<file path="config.mk">
export PLATFORM = sky130hd
export DESIGN_NAME = acc_ctrl
export DESIGN_NICKNAME = d
export VERILOG_FILES = /design/src/core/acc_pkg.sv /design/src/core/acc_ctrl.sv
export SDC_FILE = /design/constraint.sdc
export NUM_CORES = 1
export LEC_CHECK = 0
export ABC_AREA = 1
export BUFFER_PORTS_ARGS = -buffer_cell sky130_fd_sc_hd__buf_4
export CAP_MARGIN = 20
export CORE_MARGIN = 10
export CORE_UTILIZATION = 54
export DETAILED_ROUTE_END_ITERATION = 12
export PLACE_DENSITY = 0.85
export RECOVER_POWER = 100
export SYNTH_ARGS = -nofsm -noshare
export SYNTH_HDL_FRONTEND = slang
export SYNTH_SLANG_ARGS = --single-unit
</file>
<file path="constraint.sdc">
create_clock -name i_mclk -period 3.8 [get_ports i_mclk]
set_clock_uncertainty 0.1 [all_clocks]
set_input_delay 0.57 -clock i_mclk [delete_from_list [all_inputs] [get_ports i_mclk]]
set_output_delay 0.57 -clock i_mclk [all_outputs]
set_load 0.02 [all_outputs]
</file>
<file path="src/core/acc_pkg.sv">
// constants for the comparator control block
// assumes a 50 MHz peripheral clock and an Avalon-MM slave on the register side
// Summary of operation
// - enable bit turns comparator on
// - run-in-standby keeps comparator alive in standby
// - flag and irq set in standby only while i_clk_per_req is held
// - pad driven only when pad enable set
// - edge field: both, falling, rising; 1 reserved
// - low-power bit selects reduced current
// - hysteresis code: off, 10, 25, 50 mV
// - invert bit flips result for all consumers
// - positive select picks pin zero or one
// - negative select: pin0, pin1, reference, dac
// - irq reaches controller only when enabled
// - state bit via three-cycle synchronizer
// - writing one clears interrupt flag
// - flag set on selected result edge
// - irq high while flag and enable set
// - power-down disables comparator and pad
package acc_pkg;
    localparam logic [2:0] ACC_CTRL_OFS   = 3'h0;
    localparam logic [2:0] ACC_MUX_OFS    = 3'h2;
    localparam logic [2:0] ACC_IEN_OFS    = 3'h6;
    localparam logic [2:0] ACC_STAT_OFS   = 3'h7;
    localparam int         ACC_EN_BIT     = 0;
    localparam int         ACC_HYS_LSB    = 1;
    localparam int         ACC_LP_BIT     = 3;
    localparam int         ACC_EDGE_LSB   = 4;
    localparam int         ACC_PAD_BIT    = 6;
    localparam int         ACC_RSTB_BIT   = 7;
    localparam int         ACC_NEG_LSB    = 0;
    localparam int         ACC_POS_BIT    = 3;
    localparam int         ACC_INV_BIT    = 7;
    localparam int         ACC_FLAG_BIT   = 0;
    localparam int         ACC_STATE_BIT  = 4;
    localparam logic [7:0] ACC_CTRL_MASK  = 8'hFF;
    localparam logic [7:0] ACC_MUX_MASK   = 8'h8B;
    localparam logic [7:0] ACC_IEN_MASK   = 8'h01;
    localparam logic [7:0] ACC_RST_VAL    = 8'h00;
    localparam logic [1:0] ACC_EDGE_ANY   = 2'h0;
    localparam logic [1:0] ACC_EDGE_FALL  = 2'h2;
    localparam logic [1:0] ACC_EDGE_RISE  = 2'h3;
    localparam int         ACC_SYNC_LEN   = 3;
    typedef enum logic [2:0] {
        ACC_PM_ACTIVE  = 3'b001,
        ACC_PM_STANDBY = 3'b010,
        ACC_PM_PDOWN   = 3'b100
    } acc_pm_t;
endpackage : acc_pkg

</file>
<file path="src/core/acc_ctrl.sv">
// register bank and control logic around one analog comparator
// assumes analog core, pads and event system outside; sleep state from power manager
`timescale 1ns/1ps
module acc_ctrl
    import acc_pkg::*;
(
    input  wire logic       i_mclk,
    input  wire logic       i_rst_n,
    input  wire logic [2:0] i_avs_address,
    input  wire logic       i_avs_read,
    input  wire logic       i_avs_write,
    input  wire logic [7:0] i_avs_writedata,
    output logic      [7:0] o_avs_readdata,
    output logic            o_avs_waitrequest,
    input  wire logic       i_standby,
    input  wire logic       i_power_down,
    input  wire logic       i_clk_per_req,
    input  wire logic       i_cmp_raw,
    output logic            o_cmp_enable,
    output logic            o_low_power_setting,
    output logic      [1:0] o_hysteresis_select,
    output logic            o_positive_input_select,
    output logic      [1:0] o_negative_input_select,
    output logic            o_invert,
    output logic            o_output_pad_enable,
    output logic            o_irq
);
    logic [7:0] ctrl_r;
    logic [7:0] mux_r;
    logic [7:0] ien_r;
    logic       flag_r;
    logic [ACC_SYNC_LEN-1:0] sync_r;
    logic       prev_r;
    logic       ack_r;
    logic       cmp_en_r, pad_en_r, irq_r, wreq_r;
    logic [7:0] rdata_r;

    // power state decoded combinationally; power-down wins over standby
    acc_pm_t pm;
    assign pm = i_power_down ? ACC_PM_PDOWN : (i_standby ? ACC_PM_STANDBY : ACC_PM_ACTIVE);

    // one wait state per access keeps the answer registered
    wire access   = (i_avs_read | i_avs_write);
    wire wr_go    = i_avs_write & ack_r;
    wire wr_ctrl  = wr_go && (i_avs_address == ACC_CTRL_OFS);
    wire wr_mux   = wr_go && (i_avs_address == ACC_MUX_OFS);
    wire wr_ien   = wr_go && (i_avs_address == ACC_IEN_OFS);
    wire wr_stat  = wr_go && (i_avs_address == ACC_STAT_OFS);
    wire clr_flag = wr_stat & i_avs_writedata[ACC_FLAG_BIT];

    wire [1:0] edge_sel = ctrl_r[ACC_EDGE_LSB +: 2];
    wire       cmp_sync = sync_r[ACC_SYNC_LEN-1];
    // clock is gone in standby unless someone else holds it
    wire clk_live = (pm == ACC_PM_ACTIVE) | ((pm == ACC_PM_STANDBY) & i_clk_per_req);
    wire run_ok   = ctrl_r[ACC_EN_BIT] & (pm == ACC_PM_ACTIVE |
                    (pm == ACC_PM_STANDBY & ctrl_r[ACC_RSTB_BIT]));
    wire rise = cmp_sync & ~prev_r;
    wire fall = ~cmp_sync & prev_r;
    wire hit  = (edge_sel == ACC_EDGE_ANY)  ? (rise | fall) :
                (edge_sel == ACC_EDGE_FALL) ? fall :
                (edge_sel == ACC_EDGE_RISE) ? rise : 1'b0;
    wire set_flag = hit & run_ok & clk_live;
    // irq follows the next flag and next enable so a same-cycle enable write is seen
    wire flag_nxt = set_flag | (flag_r & ~clr_flag);
    wire ien_nxt  = wr_ien ? i_avs_writedata[ACC_FLAG_BIT] : ien_r[ACC_FLAG_BIT];

    wire [7:0] stat_v = {3'b000, cmp_sync, 3'b000, flag_r};
    wire [7:0] rd_mux = (i_avs_address == ACC_CTRL_OFS) ? ctrl_r :
                        (i_avs_address == ACC_MUX_OFS)  ? mux_r  :
                        (i_avs_address == ACC_IEN_OFS)  ? ien_r  :
                        (i_avs_address == ACC_STAT_OFS) ? stat_v : 8'h00;

    always_ff @(posedge i_mclk or negedge i_rst_n) begin
        if (!i_rst_n) begin
            ack_r   <= 1'b0;
            wreq_r  <= 1'b1;
            rdata_r <= ACC_RST_VAL;
        end else begin
            ack_r   <= access & ~ack_r;
            wreq_r  <= ~(access & ~ack_r);
            rdata_r <= (i_avs_read & ~ack_r) ? rd_mux : rdata_r;
        end
    end

    always_ff @(posedge i_mclk or negedge i_rst_n) begin
        if (!i_rst_n) begin
            ctrl_r <= ACC_RST_VAL;
            mux_r  <= ACC_RST_VAL;
            ien_r  <= ACC_RST_VAL;
        end else begin
            if (wr_ctrl) ctrl_r <= i_avs_writedata & ACC_CTRL_MASK;
            if (wr_mux)  mux_r  <= i_avs_writedata & ACC_MUX_MASK;
            if (wr_ien)  ien_r  <= i_avs_writedata & ACC_IEN_MASK;
        end
    end

    // raw result is asynchronous to the clock; three stages before use
    always_ff @(posedge i_mclk or negedge i_rst_n) begin
        if (!i_rst_n) begin
            sync_r <= '0;
            prev_r <= 1'b0;
        end else begin
            sync_r <= {sync_r[ACC_SYNC_LEN-2:0], i_cmp_raw ^ mux_r[ACC_INV_BIT]};
            prev_r <= clk_live ? cmp_sync : prev_r;
        end
    end

    // set wins over a same-cycle clear
    always_ff @(posedge i_mclk or negedge i_rst_n) begin
        if (!i_rst_n) flag_r <= 1'b0;
        else          flag_r <= flag_nxt;
    end

    always_ff @(posedge i_mclk or negedge i_rst_n) begin
        if (!i_rst_n) begin
            cmp_en_r <= 1'b0;
            pad_en_r <= 1'b0;
            irq_r    <= 1'b0;
        end else begin
            cmp_en_r <= run_ok;
            pad_en_r <= run_ok & ctrl_r[ACC_PAD_BIT];
            irq_r    <= flag_nxt & ien_nxt;
        end
    end

    assign o_avs_readdata          = rdata_r;
    assign o_avs_waitrequest       = wreq_r;
    assign o_cmp_enable            = cmp_en_r;
    assign o_output_pad_enable     = pad_en_r;
    assign o_irq                   = irq_r;
    assign o_low_power_setting     = ctrl_r[ACC_LP_BIT];
    assign o_hysteresis_select     = ctrl_r[ACC_HYS_LSB +: 2];
    assign o_positive_input_select = mux_r[ACC_POS_BIT];
    assign o_negative_input_select = mux_r[ACC_NEG_LSB +: 2];
    assign o_invert                = mux_r[ACC_INV_BIT];

    property p_flag_set;
        @(posedge i_mclk) disable iff (!i_rst_n) set_flag |=> flag_r;
    endproperty
    a_flag_set: assert property (p_flag_set) else $error("flag not set on edge");

    property p_flag_clr;
        @(posedge i_mclk) disable iff (!i_rst_n) clr_flag && !set_flag |=> !flag_r;
    endproperty
    a_flag_clr: assert property (p_flag_clr) else $error("flag not cleared");

    property p_zero_keep;
        @(posedge i_mclk) disable iff (!i_rst_n)
            wr_stat && !i_avs_writedata[0] && flag_r |=> flag_r;
    endproperty
    a_zero_keep: assert property (p_zero_keep) else $error("zero write cleared flag");

    property p_irq;
        @(posedge i_mclk) disable iff (!i_rst_n) o_irq == (flag_r & ien_r[0]);
    endproperty
    a_irq: assert property (p_irq) else $error("irq mismatch");

    property p_irq_hold;
        @(posedge i_mclk) disable iff (!i_rst_n)
            o_irq && !clr_flag && ien_r[0] && !wr_ien |=> o_irq;
    endproperty
    a_irq_hold: assert property (p_irq_hold) else $error("irq dropped early");

    property p_standby;
        @(posedge i_mclk) disable iff (!i_rst_n)
            (pm == ACC_PM_STANDBY) && !i_clk_per_req && !flag_r && !clr_flag |=> !flag_r;
    endproperty
    a_standby: assert property (p_standby) else $error("flag set in standby");

    property p_pdown;
        @(posedge i_mclk) disable iff (!i_rst_n)
            i_power_down |=> !o_cmp_enable && !o_output_pad_enable;
    endproperty
    a_pdown: assert property (p_pdown) else $error("active in power-down");

    property p_sync;
        @(posedge i_mclk) disable iff (!i_rst_n)
            ##3 cmp_sync == $past(i_cmp_raw ^ mux_r[7], 3);
    endproperty
    a_sync: assert property (p_sync) else $error("state delay wrong");

    property p_enable;
        @(posedge i_mclk) disable iff (!i_rst_n) !ctrl_r[0] |=> !o_cmp_enable;
    endproperty
    a_enable: assert property (p_enable) else $error("enabled while bit clear");

    property p_wreq_idle;
        @(posedge i_mclk) disable iff (!i_rst_n)
            !i_avs_read && !i_avs_write |=> o_avs_waitrequest;
    endproperty
    a_wreq_idle: assert property (p_wreq_idle) else $error("waitrequest low while idle");

    property p_wreq_one;
        @(posedge i_mclk) disable iff (!i_rst_n)
            !o_avs_waitrequest |=> o_avs_waitrequest;
    endproperty
    a_wreq_one: assert property (p_wreq_one) else $error("waitrequest low too long");

    property p_wreq_ans;
        @(posedge i_mclk) disable iff (!i_rst_n)
            (i_avs_read || i_avs_write) && o_avs_waitrequest |=> !o_avs_waitrequest;
    endproperty
    a_wreq_ans: assert property (p_wreq_ans) else $error("no answer to request");

    property p_rdata;
        @(posedge i_mclk) disable iff (!i_rst_n)
            i_avs_read && o_avs_waitrequest |=> o_avs_readdata == $past(rd_mux);
    endproperty
    a_rdata: assert property (p_rdata) else $error("read data wrong");

    property p_rd_keep;
        @(posedge i_mclk) disable iff (!i_rst_n)
            !(i_avs_read && o_avs_waitrequest) |=> $stable(o_avs_readdata);
    endproperty
    a_rd_keep: assert property (p_rd_keep) else $error("read data moved");

    property p_wr_wait;
        @(posedge i_mclk) disable iff (!i_rst_n)
            i_avs_write && o_avs_waitrequest |=> $stable(ctrl_r) && $stable(mux_r) && $stable(ien_r);
    endproperty
    a_wr_wait: assert property (p_wr_wait) else $error("write landed early");

    property p_ctrl_wr;
        @(posedge i_mclk) disable iff (!i_rst_n)
            wr_ctrl |=> ctrl_r == $past(i_avs_writedata);
    endproperty
    a_ctrl_wr: assert property (p_ctrl_wr) else $error("control write lost");

    property p_mux_wr;
        @(posedge i_mclk) disable iff (!i_rst_n)
            wr_mux |=> mux_r == $past(i_avs_writedata & ACC_MUX_MASK);
    endproperty
    a_mux_wr: assert property (p_mux_wr) else $error("select write wrong");

    property p_mux_mask;
        @(posedge i_mclk) disable iff (!i_rst_n)
            (mux_r & ~ACC_MUX_MASK) == 8'h00;
    endproperty
    a_mux_mask: assert property (p_mux_mask) else $error("unused select bit set");

    property p_ien_mask;
        @(posedge i_mclk) disable iff (!i_rst_n)
            (ien_r & ~ACC_IEN_MASK) == 8'h00;
    endproperty
    a_ien_mask: assert property (p_ien_mask) else $error("unused enable bit set");

    property p_ien_wr;
        @(posedge i_mclk) disable iff (!i_rst_n)
            wr_ien |=> ien_r[ACC_FLAG_BIT] == $past(i_avs_writedata[ACC_FLAG_BIT]);
    endproperty
    a_ien_wr: assert property (p_ien_wr) else $error("irq enable write lost");

    property p_unmapped;
        @(posedge i_mclk) disable iff (!i_rst_n)
            i_avs_read && o_avs_waitrequest && (i_avs_address != ACC_CTRL_OFS) &&
            (i_avs_address != ACC_MUX_OFS) && (i_avs_address != ACC_IEN_OFS) &&
            (i_avs_address != ACC_STAT_OFS) |=> o_avs_readdata == 8'h00;
    endproperty
    a_unmapped: assert property (p_unmapped) else $error("unmapped read not zero");

    property p_stat_rd;
        @(posedge i_mclk) disable iff (!i_rst_n)
            i_avs_read && o_avs_waitrequest && (i_avs_address == ACC_STAT_OFS) |=>
            o_avs_readdata[ACC_STATE_BIT] == $past(cmp_sync) &&
            o_avs_readdata[ACC_FLAG_BIT] == $past(flag_r);
    endproperty
    a_stat_rd: assert property (p_stat_rd) else $error("status read wrong");

    property p_pad;
        @(posedge i_mclk) disable iff (!i_rst_n)
            o_output_pad_enable |-> o_cmp_enable;
    endproperty
    a_pad: assert property (p_pad) else $error("pad on with comparator off");

    property p_pad_bit;
        @(posedge i_mclk) disable iff (!i_rst_n)
            !ctrl_r[ACC_PAD_BIT] |=> !o_output_pad_enable;
    endproperty
    a_pad_bit: assert property (p_pad_bit) else $error("pad on with bit clear");

    property p_stby_halt;
        @(posedge i_mclk) disable iff (!i_rst_n)
            (pm == ACC_PM_STANDBY) && !ctrl_r[ACC_RSTB_BIT] |=> !o_cmp_enable;
    endproperty
    a_stby_halt: assert property (p_stby_halt) else $error("running in standby");

    property p_stby_run;
        @(posedge i_mclk) disable iff (!i_rst_n)
            (pm == ACC_PM_STANDBY) && ctrl_r[ACC_RSTB_BIT] && ctrl_r[ACC_EN_BIT] |=> o_cmp_enable;
    endproperty
    a_stby_run: assert property (p_stby_run) else $error("halted in standby");

    property p_active_on;
        @(posedge i_mclk) disable iff (!i_rst_n)
            (pm == ACC_PM_ACTIVE) && ctrl_r[ACC_EN_BIT] |=> o_cmp_enable;
    endproperty
    a_active_on: assert property (p_active_on) else $error("not enabled");

    property p_off;
        @(posedge i_mclk) disable iff (!i_rst_n)
            !run_ok |=> !o_cmp_enable && !o_output_pad_enable;
    endproperty
    a_off: assert property (p_off) else $error("event source live while off");

    property p_reserved;
        @(posedge i_mclk) disable iff (!i_rst_n)
            (edge_sel != ACC_EDGE_ANY) && (edge_sel != ACC_EDGE_FALL) &&
            (edge_sel != ACC_EDGE_RISE) |-> !hit;
    endproperty
    a_reserved: assert property (p_reserved) else $error("reserved edge code hit");

    property p_rise_only;
        @(posedge i_mclk) disable iff (!i_rst_n)
            (edge_sel == ACC_EDGE_RISE) && fall |-> !hit;
    endproperty
    a_rise_only: assert property (p_rise_only) else $error("fall hit in rise mode");

    property p_fall_only;
        @(posedge i_mclk) disable iff (!i_rst_n)
            (edge_sel == ACC_EDGE_FALL) && rise |-> !hit;
    endproperty
    a_fall_only: assert property (p_fall_only) else $error("rise hit in fall mode");

    property p_noedge;
        @(posedge i_mclk) disable iff (!i_rst_n)
            !rise && !fall && !flag_r |=> !flag_r;
    endproperty
    a_noedge: assert property (p_noedge) else $error("flag set without edge");

    property p_prev_hold;
        @(posedge i_mclk) disable iff (!i_rst_n)
            !clk_live |=> $stable(prev_r);
    endproperty
    a_prev_hold: assert property (p_prev_hold) else $error("edge state moved");

    property p_lp;
        @(posedge i_mclk) disable iff (!i_rst_n)
            wr_ctrl |=> o_low_power_setting == $past(i_avs_writedata[ACC_LP_BIT]);
    endproperty
    a_lp: assert property (p_lp) else $error("low power output wrong");

    property p_hys;
        @(posedge i_mclk) disable iff (!i_rst_n)
            wr_ctrl |=> o_hysteresis_select == $past(i_avs_writedata[ACC_HYS_LSB +: 2]);
    endproperty
    a_hys: assert property (p_hys) else $error("hysteresis output wrong");

    property p_pos;
        @(posedge i_mclk) disable iff (!i_rst_n)
            wr_mux |=> o_positive_input_select == $past(i_avs_writedata[ACC_POS_BIT]);
    endproperty
    a_pos: assert property (p_pos) else $error("positive select wrong");

    property p_neg;
        @(posedge i_mclk) disable iff (!i_rst_n)
            wr_mux |=> o_negative_input_select == $past(i_avs_writedata[ACC_NEG_LSB +: 2]);
    endproperty
    a_neg: assert property (p_neg) else $error("negative select wrong");

    property p_inv;
        @(posedge i_mclk) disable iff (!i_rst_n)
            wr_mux |=> o_invert == $past(i_avs_writedata[ACC_INV_BIT]);
    endproperty
    a_inv: assert property (p_inv) else $error("invert output wrong");

    property p_irq_en;
        @(posedge i_mclk) disable iff (!i_rst_n)
            !ien_r[ACC_FLAG_BIT] |-> !o_irq;
    endproperty
    a_irq_en: assert property (p_irq_en) else $error("irq while disabled");

    property p_irq_clear;
        @(posedge i_mclk) disable iff (!i_rst_n)
            clr_flag && !set_flag |=> !o_irq;
    endproperty
    a_irq_clear: assert property (p_irq_clear) else $error("irq kept after clear");

    property p_irq_set;
        @(posedge i_mclk) disable iff (!i_rst_n)
            set_flag && ien_r[ACC_FLAG_BIT] && !wr_ien |=> o_irq;
    endproperty
    a_irq_set: assert property (p_irq_set) else $error("irq not raised");

    c_irq:   cover property (@(posedge i_mclk) disable iff (!i_rst_n) $rose(o_irq));
    c_clr:   cover property (@(posedge i_mclk) disable iff (!i_rst_n) clr_flag && flag_r);
    c_pad:   cover property (@(posedge i_mclk) disable iff (!i_rst_n) $rose(o_output_pad_enable));
    c_stdby: cover property (@(posedge i_mclk) disable iff (!i_rst_n) set_flag && i_standby);
endmodule : acc_ctrl

</file>
==> metrics.txt, run 1 <==
dpl hpwl=2390 um; Antenna Nets Post-Route=0; Sink Count=31; crit path DAT=1870 ps; initial antenna violation count=0; drt drc=0; Avg Cell Area, Syn=9.16 um2; period utilization=46.5%; crit end category=register; drt via density=5.16; part of the Yosys area used for sequential elements=56.6%; global-route wire length before repair=5040 um; die height=70.4 um; worst-case clock buffer depth=2; via count=1140; pins over their slew limit=32; Initial Utilization=56.0%; register share of total power=52.9%; Rows=18; Detailed Routing Iterations Pass 1=4; multi-input logic area=452 um2; Worst-Skew Late Latency=330 ps; number of CTS-inserted buffers=5; largest net degree at the start of global routing=32; critical path type=input port to register; IO Pins=38; Overflow after GRT=0; worst vdd ir=0.430 mV; antenna cells=0; Syn Nets=171; Max FO, Critical Path=13; Area growth syn-to-layout=16.0%; 1st-iter DRT viols=58; Ys Warns=0; worst-margin pin slew=1530 ps; Int Pwr=560 uW; post-layout power=850 uW; fmax=566 MHz; final hold vios=0; Sw Pwr=290 uW; Hold Path Class=register to register; drt wl/cell=13.9 um; hold buffer count at cts=0; CTS tree=yes; Clk Tree Root Cell=clkbuf_4; Post-synth ARST share=100%; setup_tns=0 ps; dominant synthesized flop cell=dfrtp_1; Comb power frac=24.3%; GP Congestion=0.861; power share of the clock group=22.8%; Cell Area, Synth=1370 um2; unique cell type count in the Yosys netlist=27; count leader, synth=nand2_1; die area=4960 um2; worst slack at placement=1930 ps; top-area cell type share of the netlist area=54.6%; switching share of power=34.1%; wirelength, routed=3060 um; Tmin final=1770 ps; nets=211; CP Launch Type=input port; Die W=70.4 um; unrepaired setup endpoints after global routing=no; Commonest cells post-synth=nand2_1, dfrtp_1, inv_1; Register Area=777 um2; I/O Buffers=37; P_leak=0.000802 uW; flops & latches, synth=31; Rel. slew slack=-2.24%; post-cts resize count=0; Max Cap Viol=1; core area=2450 um2; Worst Path Required=3910 ps; hold slack=255 ps; number of synthesized flops with an enable pin=0; layout cell share with drive strength beyond 1=15.2%; Syn Inst Count=150; post-route setup slack=2030 ps; Layout fillers=236; # setup viols final=0; H-tree level count=2; failing checks=max-capacitance violations, max-slew violations; Finished Core Util=64.9%; outcome=finished, violations left; post-CTS setup buffer count=0; GRT Total Usage=12.4%; Pwr per Cell Area=533 nW/um2; largest area contributor in the netlist=dfrtp_1; top cells by area, synth=dfrtp_1, nand2_1, inv_1; CTS clk-pin slew, worst paths=90 ps; vias in the first global route=1193
registers in the layout (all words and copies together), names as in the netlist:
| name | flops |
|---|---|
| mux_r | 4 |
| ien_r | 1 |
| o_avs_waitrequest | 1 |
| ack_r | 1 |
| o_avs_readdata | 8 |
| o_output_pad_enable | 1 |
| ctrl_r | 8 |
| flag_r | 1 |
| prev_r | 1 |
| o_cmp_enable | 1 |
| sync_r | 3 |
| o_irq | 1 |
placed cells by master, fill, tap and decap left out, drive strengths merged, types with 2 or more instances in the layout:
| cell | instances |
|---|---|
| a31oi | 3 |
| nand2 | 41 |
| a21oi | 3 |
| nand3 | 10 |
| clkbuf | 29 |
| nor2 | 16 |
| dfrtp | 30 |
| nor3 | 2 |
| inv | 18 |
| buf | 15 |
| o21ai | 14 |
| ha | 2 |
area by class of cell:
class / count / share of cell area [%]
clock buffer: 7 / 3.45
clock inverter: 1 / 0.314
inverter: 19 / 4.55
multi-input combinational: 96 / 28.3
sequential: 31 / 48.7
tap: 30 / 2.35
timing repair buffer: 37 / 12.2
power by group through the flow:
stage                     logic (uW)  clock network (uW)  registers (uW)
after global routing             238                 221             458
after global placement           240                   0             453
after floorplan                  113                   0             484
after CTS                        251                 202             450
after detailed placement         250                   0             455
final                            206                 194             449
worst max-delay path: stages:
cell	delay, ps
clkbuf_1	130
nor2_1	290
nand2_4	100
clkinvlp_2	200
nand2_1	330
nor2_1	210
a21oi_2	40
metal layers:
layer  track usage [%]  share of wire [%]  vias up
li1                  -                  -      551
met1              11.8                 40      535
met2              21.7                 51       52
met3              7.91                8.9        2
met4              3.51               0.26        0
met5                 0                  0        -
final timing paths:
kind / start / endpoint / slack [ps] / cells past startpoint
min in group asynchronous: i_rst_n / o_avs_readdata[2] / 510 / 1
worst min register to register: sync_r[1] / sync_r[2] / 250 / 0
worst min-delay path: sync_r[1] / sync_r[2] / 250 / 0
max in group asynchronous: i_rst_n / prev_r / 2200 / 1
worst max-delay path: i_avs_address[0] / ctrl_r[4] / 2030 / 7
worst max register to register: ack_r / o_avs_readdata[6] / 2160 / 4
cell families (layout without fill, tap and decap cells):
kind of cell	Yosys count	in the layout	synth area share [%]
simple gates	72	72	24.0
xor+xnor	1	1	0.638
flops	31	31	56.6
fa+ha+maj	2	2	1.82
buf+inv	23	64	7.65
compound gates	21	21	9.38
metrics by stage:
step                      cell area [um2]  instances
after floorplan                      1370        150
after global placement               1660        213
after detailed placement             1660        213
after CTS                            1720        221
after global routing                 1590        221
final                                1590        221
No activity file was read; power rests on OpenSTA's default activity.
==> run 2: changes to the inputs <==
Settings changed: ABC_AREA 1 to 0, CORE_UTILIZATION 54 to 46, PLACE_DENSITY 0.85 to 0.77.
Clock period 3.8 ns to 1.6 ns, I/O delays scaled along.
==> metrics.txt, run 2 <==
outcome=complete, no violations; count leader, synth=dfrtp_1; Sink Count=31 (unchanged); vias in the first global route=1057 (-11%); largest net degree at the start of global routing=32 (unchanged); pins over their slew limit=0 (-100%); I/O Buffers=37 (unchanged); Max Cap Viol=0 (-1); crit path from=sync_r[2]; setup_tns=0 ps (unchanged); Worst Path Required=1720 ps (-2190 ps); Detailed Routing Iterations Pass 1=4 (unchanged); H-tree level count=2 (unchanged); Overflow after GRT=0 (unchanged); die area=5550 um2 (+12%); commonest cells after routing, fill and taps aside=dfrtp_1, clkbuf_1, buf_4, nand2_1, o21ai_0; initial antenna violation count=0 (unchanged); met3 WL=323 um (+19%); unrepaired setup endpoints after global routing=no; largest area contributor in the netlist=dfrtp_1; CTS tree=yes; flops & latches, synth=31 (unchanged); Rows=19 (+1); Syn Nets=130 (-24%); max layer used=met4; Cell Area, Synth=1370 um2 (-0.55%); top-area cell type share of the netlist area=54.9% (+0.30 points); critical path buffer and inverter count=1 (-1); number of CTS-inserted buffers=5 (unchanged); core area=2810 um2 (+14%); wirelength, routed=3060 um (about the same); global-route wire length before repair=4860 um (-3.6%); via count=975 (-14%); antenna cells=0 (unchanged); Top delay family on crit path=simple AND/OR/NAND/NOR gates; WL met1=1230 um (about the same); commonest non-fill, non-tap cell in the layout=dfrtp_1; metal2 WL=1470 um (-5.5%); number of synthesized flops with an enable pin=0 (unchanged); Rel. slew slack=49.7% (+52 points); nets=174 (-18%); Die W=74.5 um (+5.8%); unique cell type count in the Yosys netlist=30 (+11%); Syn Inst Count=109 (-27%); Area growth syn-to-layout=18.8%; slowest CP cell=dfrtp_1; P_leak=0.000750 uW (-6.6%); Worst-Skew Late Latency=330 ps (about the same); Pwr per Cell Area=1260 nW/um2 (+140%); Initial Utilization=48.7% (-7.3 points); Commonest cells post-synth=dfrtp_1, nand2_1, o21ai_0; r2r startpoint=sync_r[2]; crit path DAT=1670 ps (-200 ps); Post-synth ARST share=100% (unchanged); layout cell share with drive strength beyond 1=22.7% (+7.5 points); drt wl/cell=16.6 um (+19%); # setup viols final=0 (unchanged); Clk Tree Root Cell=clkbuf_4; Layout fillers=264 (+12%); Finished Core Util=57.9% (-7.1 points); hold worst-path end=ctrl_r[2]; Avg Cell Area, Syn=12.5 um2 (+37%); top cells by area, synth=dfrtp_1, mux2_4, mux2_2; drt via density=5.27 (+2.2%); Critical R2R Capture=o_irq; CP Launch Type=register; Tmin final=1550 ps; post-cts resize count=0 (unchanged); Hold Path Class=input port to register; drt drc=0 (unchanged); worst vdd ir=0.805 mV (+87%); GP Congestion=0.795 (-7.7%); part of the Yosys area used for sequential elements=56.9% (+0.31 points); final hold vios=0 (unchanged); IO Pins=38 (unchanged); Antenna Nets Post-Route=0 (unchanged); GRT Total Usage=11.6% (-0.81 points); dominant synthesized flop cell=dfrtp_1; hold depth=2 (+2); CP cell instances=inv_1 -> ha_1 -> nor3b_1 -> nor3_1 -> a32o_1 -> and2_1; flop-to-flop setup slack=50 ps (-2110 ps); fmax=646 MHz; dpl hpwl=2360 um (-1.4%); CTS clk-pin slew, worst paths=80 ps (about the same); Worst path max stage delay=400 ps (+70 ps); 1st-iter DRT viols=36 (-38%); HP Start=i_avs_writedata[2]; worst-case clock buffer depth=2 (unchanged); die height=74.5 um (+5.8%); critical path type=register to register; period utilization=96.7%; Max FO, Critical Path=4 (-9); post-CTS setup buffer count=0 (unchanged); Ys Warns=0 (unchanged); worst-margin pin slew=755 ps (-779 ps); crit end category=register; FF-to-FF path depth=6 (+2)
[run 2: cell types whose count changed after synthesis, moves of 7 or more]
cell / delta
nand2_1: -26
inv_1: -12
nor2_1: -12
nand3_1: -10
mux2_2: +7
mux2_4: +7
[run 2: worst register-to-register path, stage by stage, from the launching register on]
cell and delay, ps:
dfrtp_1 400, inv_1 60, ha_1 200, nor3b_1 220, nor3_1 80, a32o_1 260
and2_1 130
[run 2: logic make-up after synthesis]
group	synth area share, %
simple gates	12.7
flops	56.9
compound gates	7.23
mux	15.7
buf+inv	5.04
fa+ha+maj	1.83
xor+xnor	0.641
[run 2: layer usage]
layer  vias to the layer above  global-route usage (%)
met5                         -                       0
met1                       463                    12.6
met3                         7                    6.38
met4                         0                    4.83
li1                        466                       -
met2                        39                    18.6
[run 2: power breakdown]
part	leakage, uW	internal [uW]	switching [uW]
clock network	0.0000265	175	243
logic	0.000334	218	309
registers	0.000390	968	134
total	0.000750	1360	686
[run 2: metrics by stage]
step	setup WS (ps)	total power (uW)	hold WS, ps	area (um2)	cells
after floorplan	182	1490	-156	1370	109
after global placement	156	1740	84.0	1650	174
after detailed placement	70.2	1780	91.4	1650	174
after CTS	41.5	2220	21.6	1730	185
after global routing	1.08	2180	14.2	1620	185
final	52.8	2050	31.9	1620	185
[run 2: layout make-up]
| class | instances | area (um2) | share of cell area (%) |
|---|---|---|---|
| Tap cell | 31 | 38.8 | 2.39 |
| Inverter | 5 | 18.8 | 1.16 |
| Multi-Input combinational cell | 68 | 494 | 30.5 |
| Sequential cell | 31 | 777 | 47.9 |
| Clock buffer | 8 | 48.8 | 3.01 |
| Timing Repair Buffer | 42 | 245 | 15.1 |
[run 2: timing repair]
item,4_1_cts,5_1_grt
hold buffers,3,0
setup endpoints to repair,0,0
hold endpoints to repair,32,0
[run 2: how the worst max path moves through the flow]
stage / slack (ps) / cells past startpoint / end
6_report: 50 / 6 / o_irq
5_1_grt: 1 / 6 / o_irq
4_1_cts: 40 / 6 / o_irq
3_5_place_dp: 70 / 6 / o_irq
3_3_place_gp: 160 / 6 / o_irq
2_1_floorplan: 180 / 5 / ctrl_r[0]
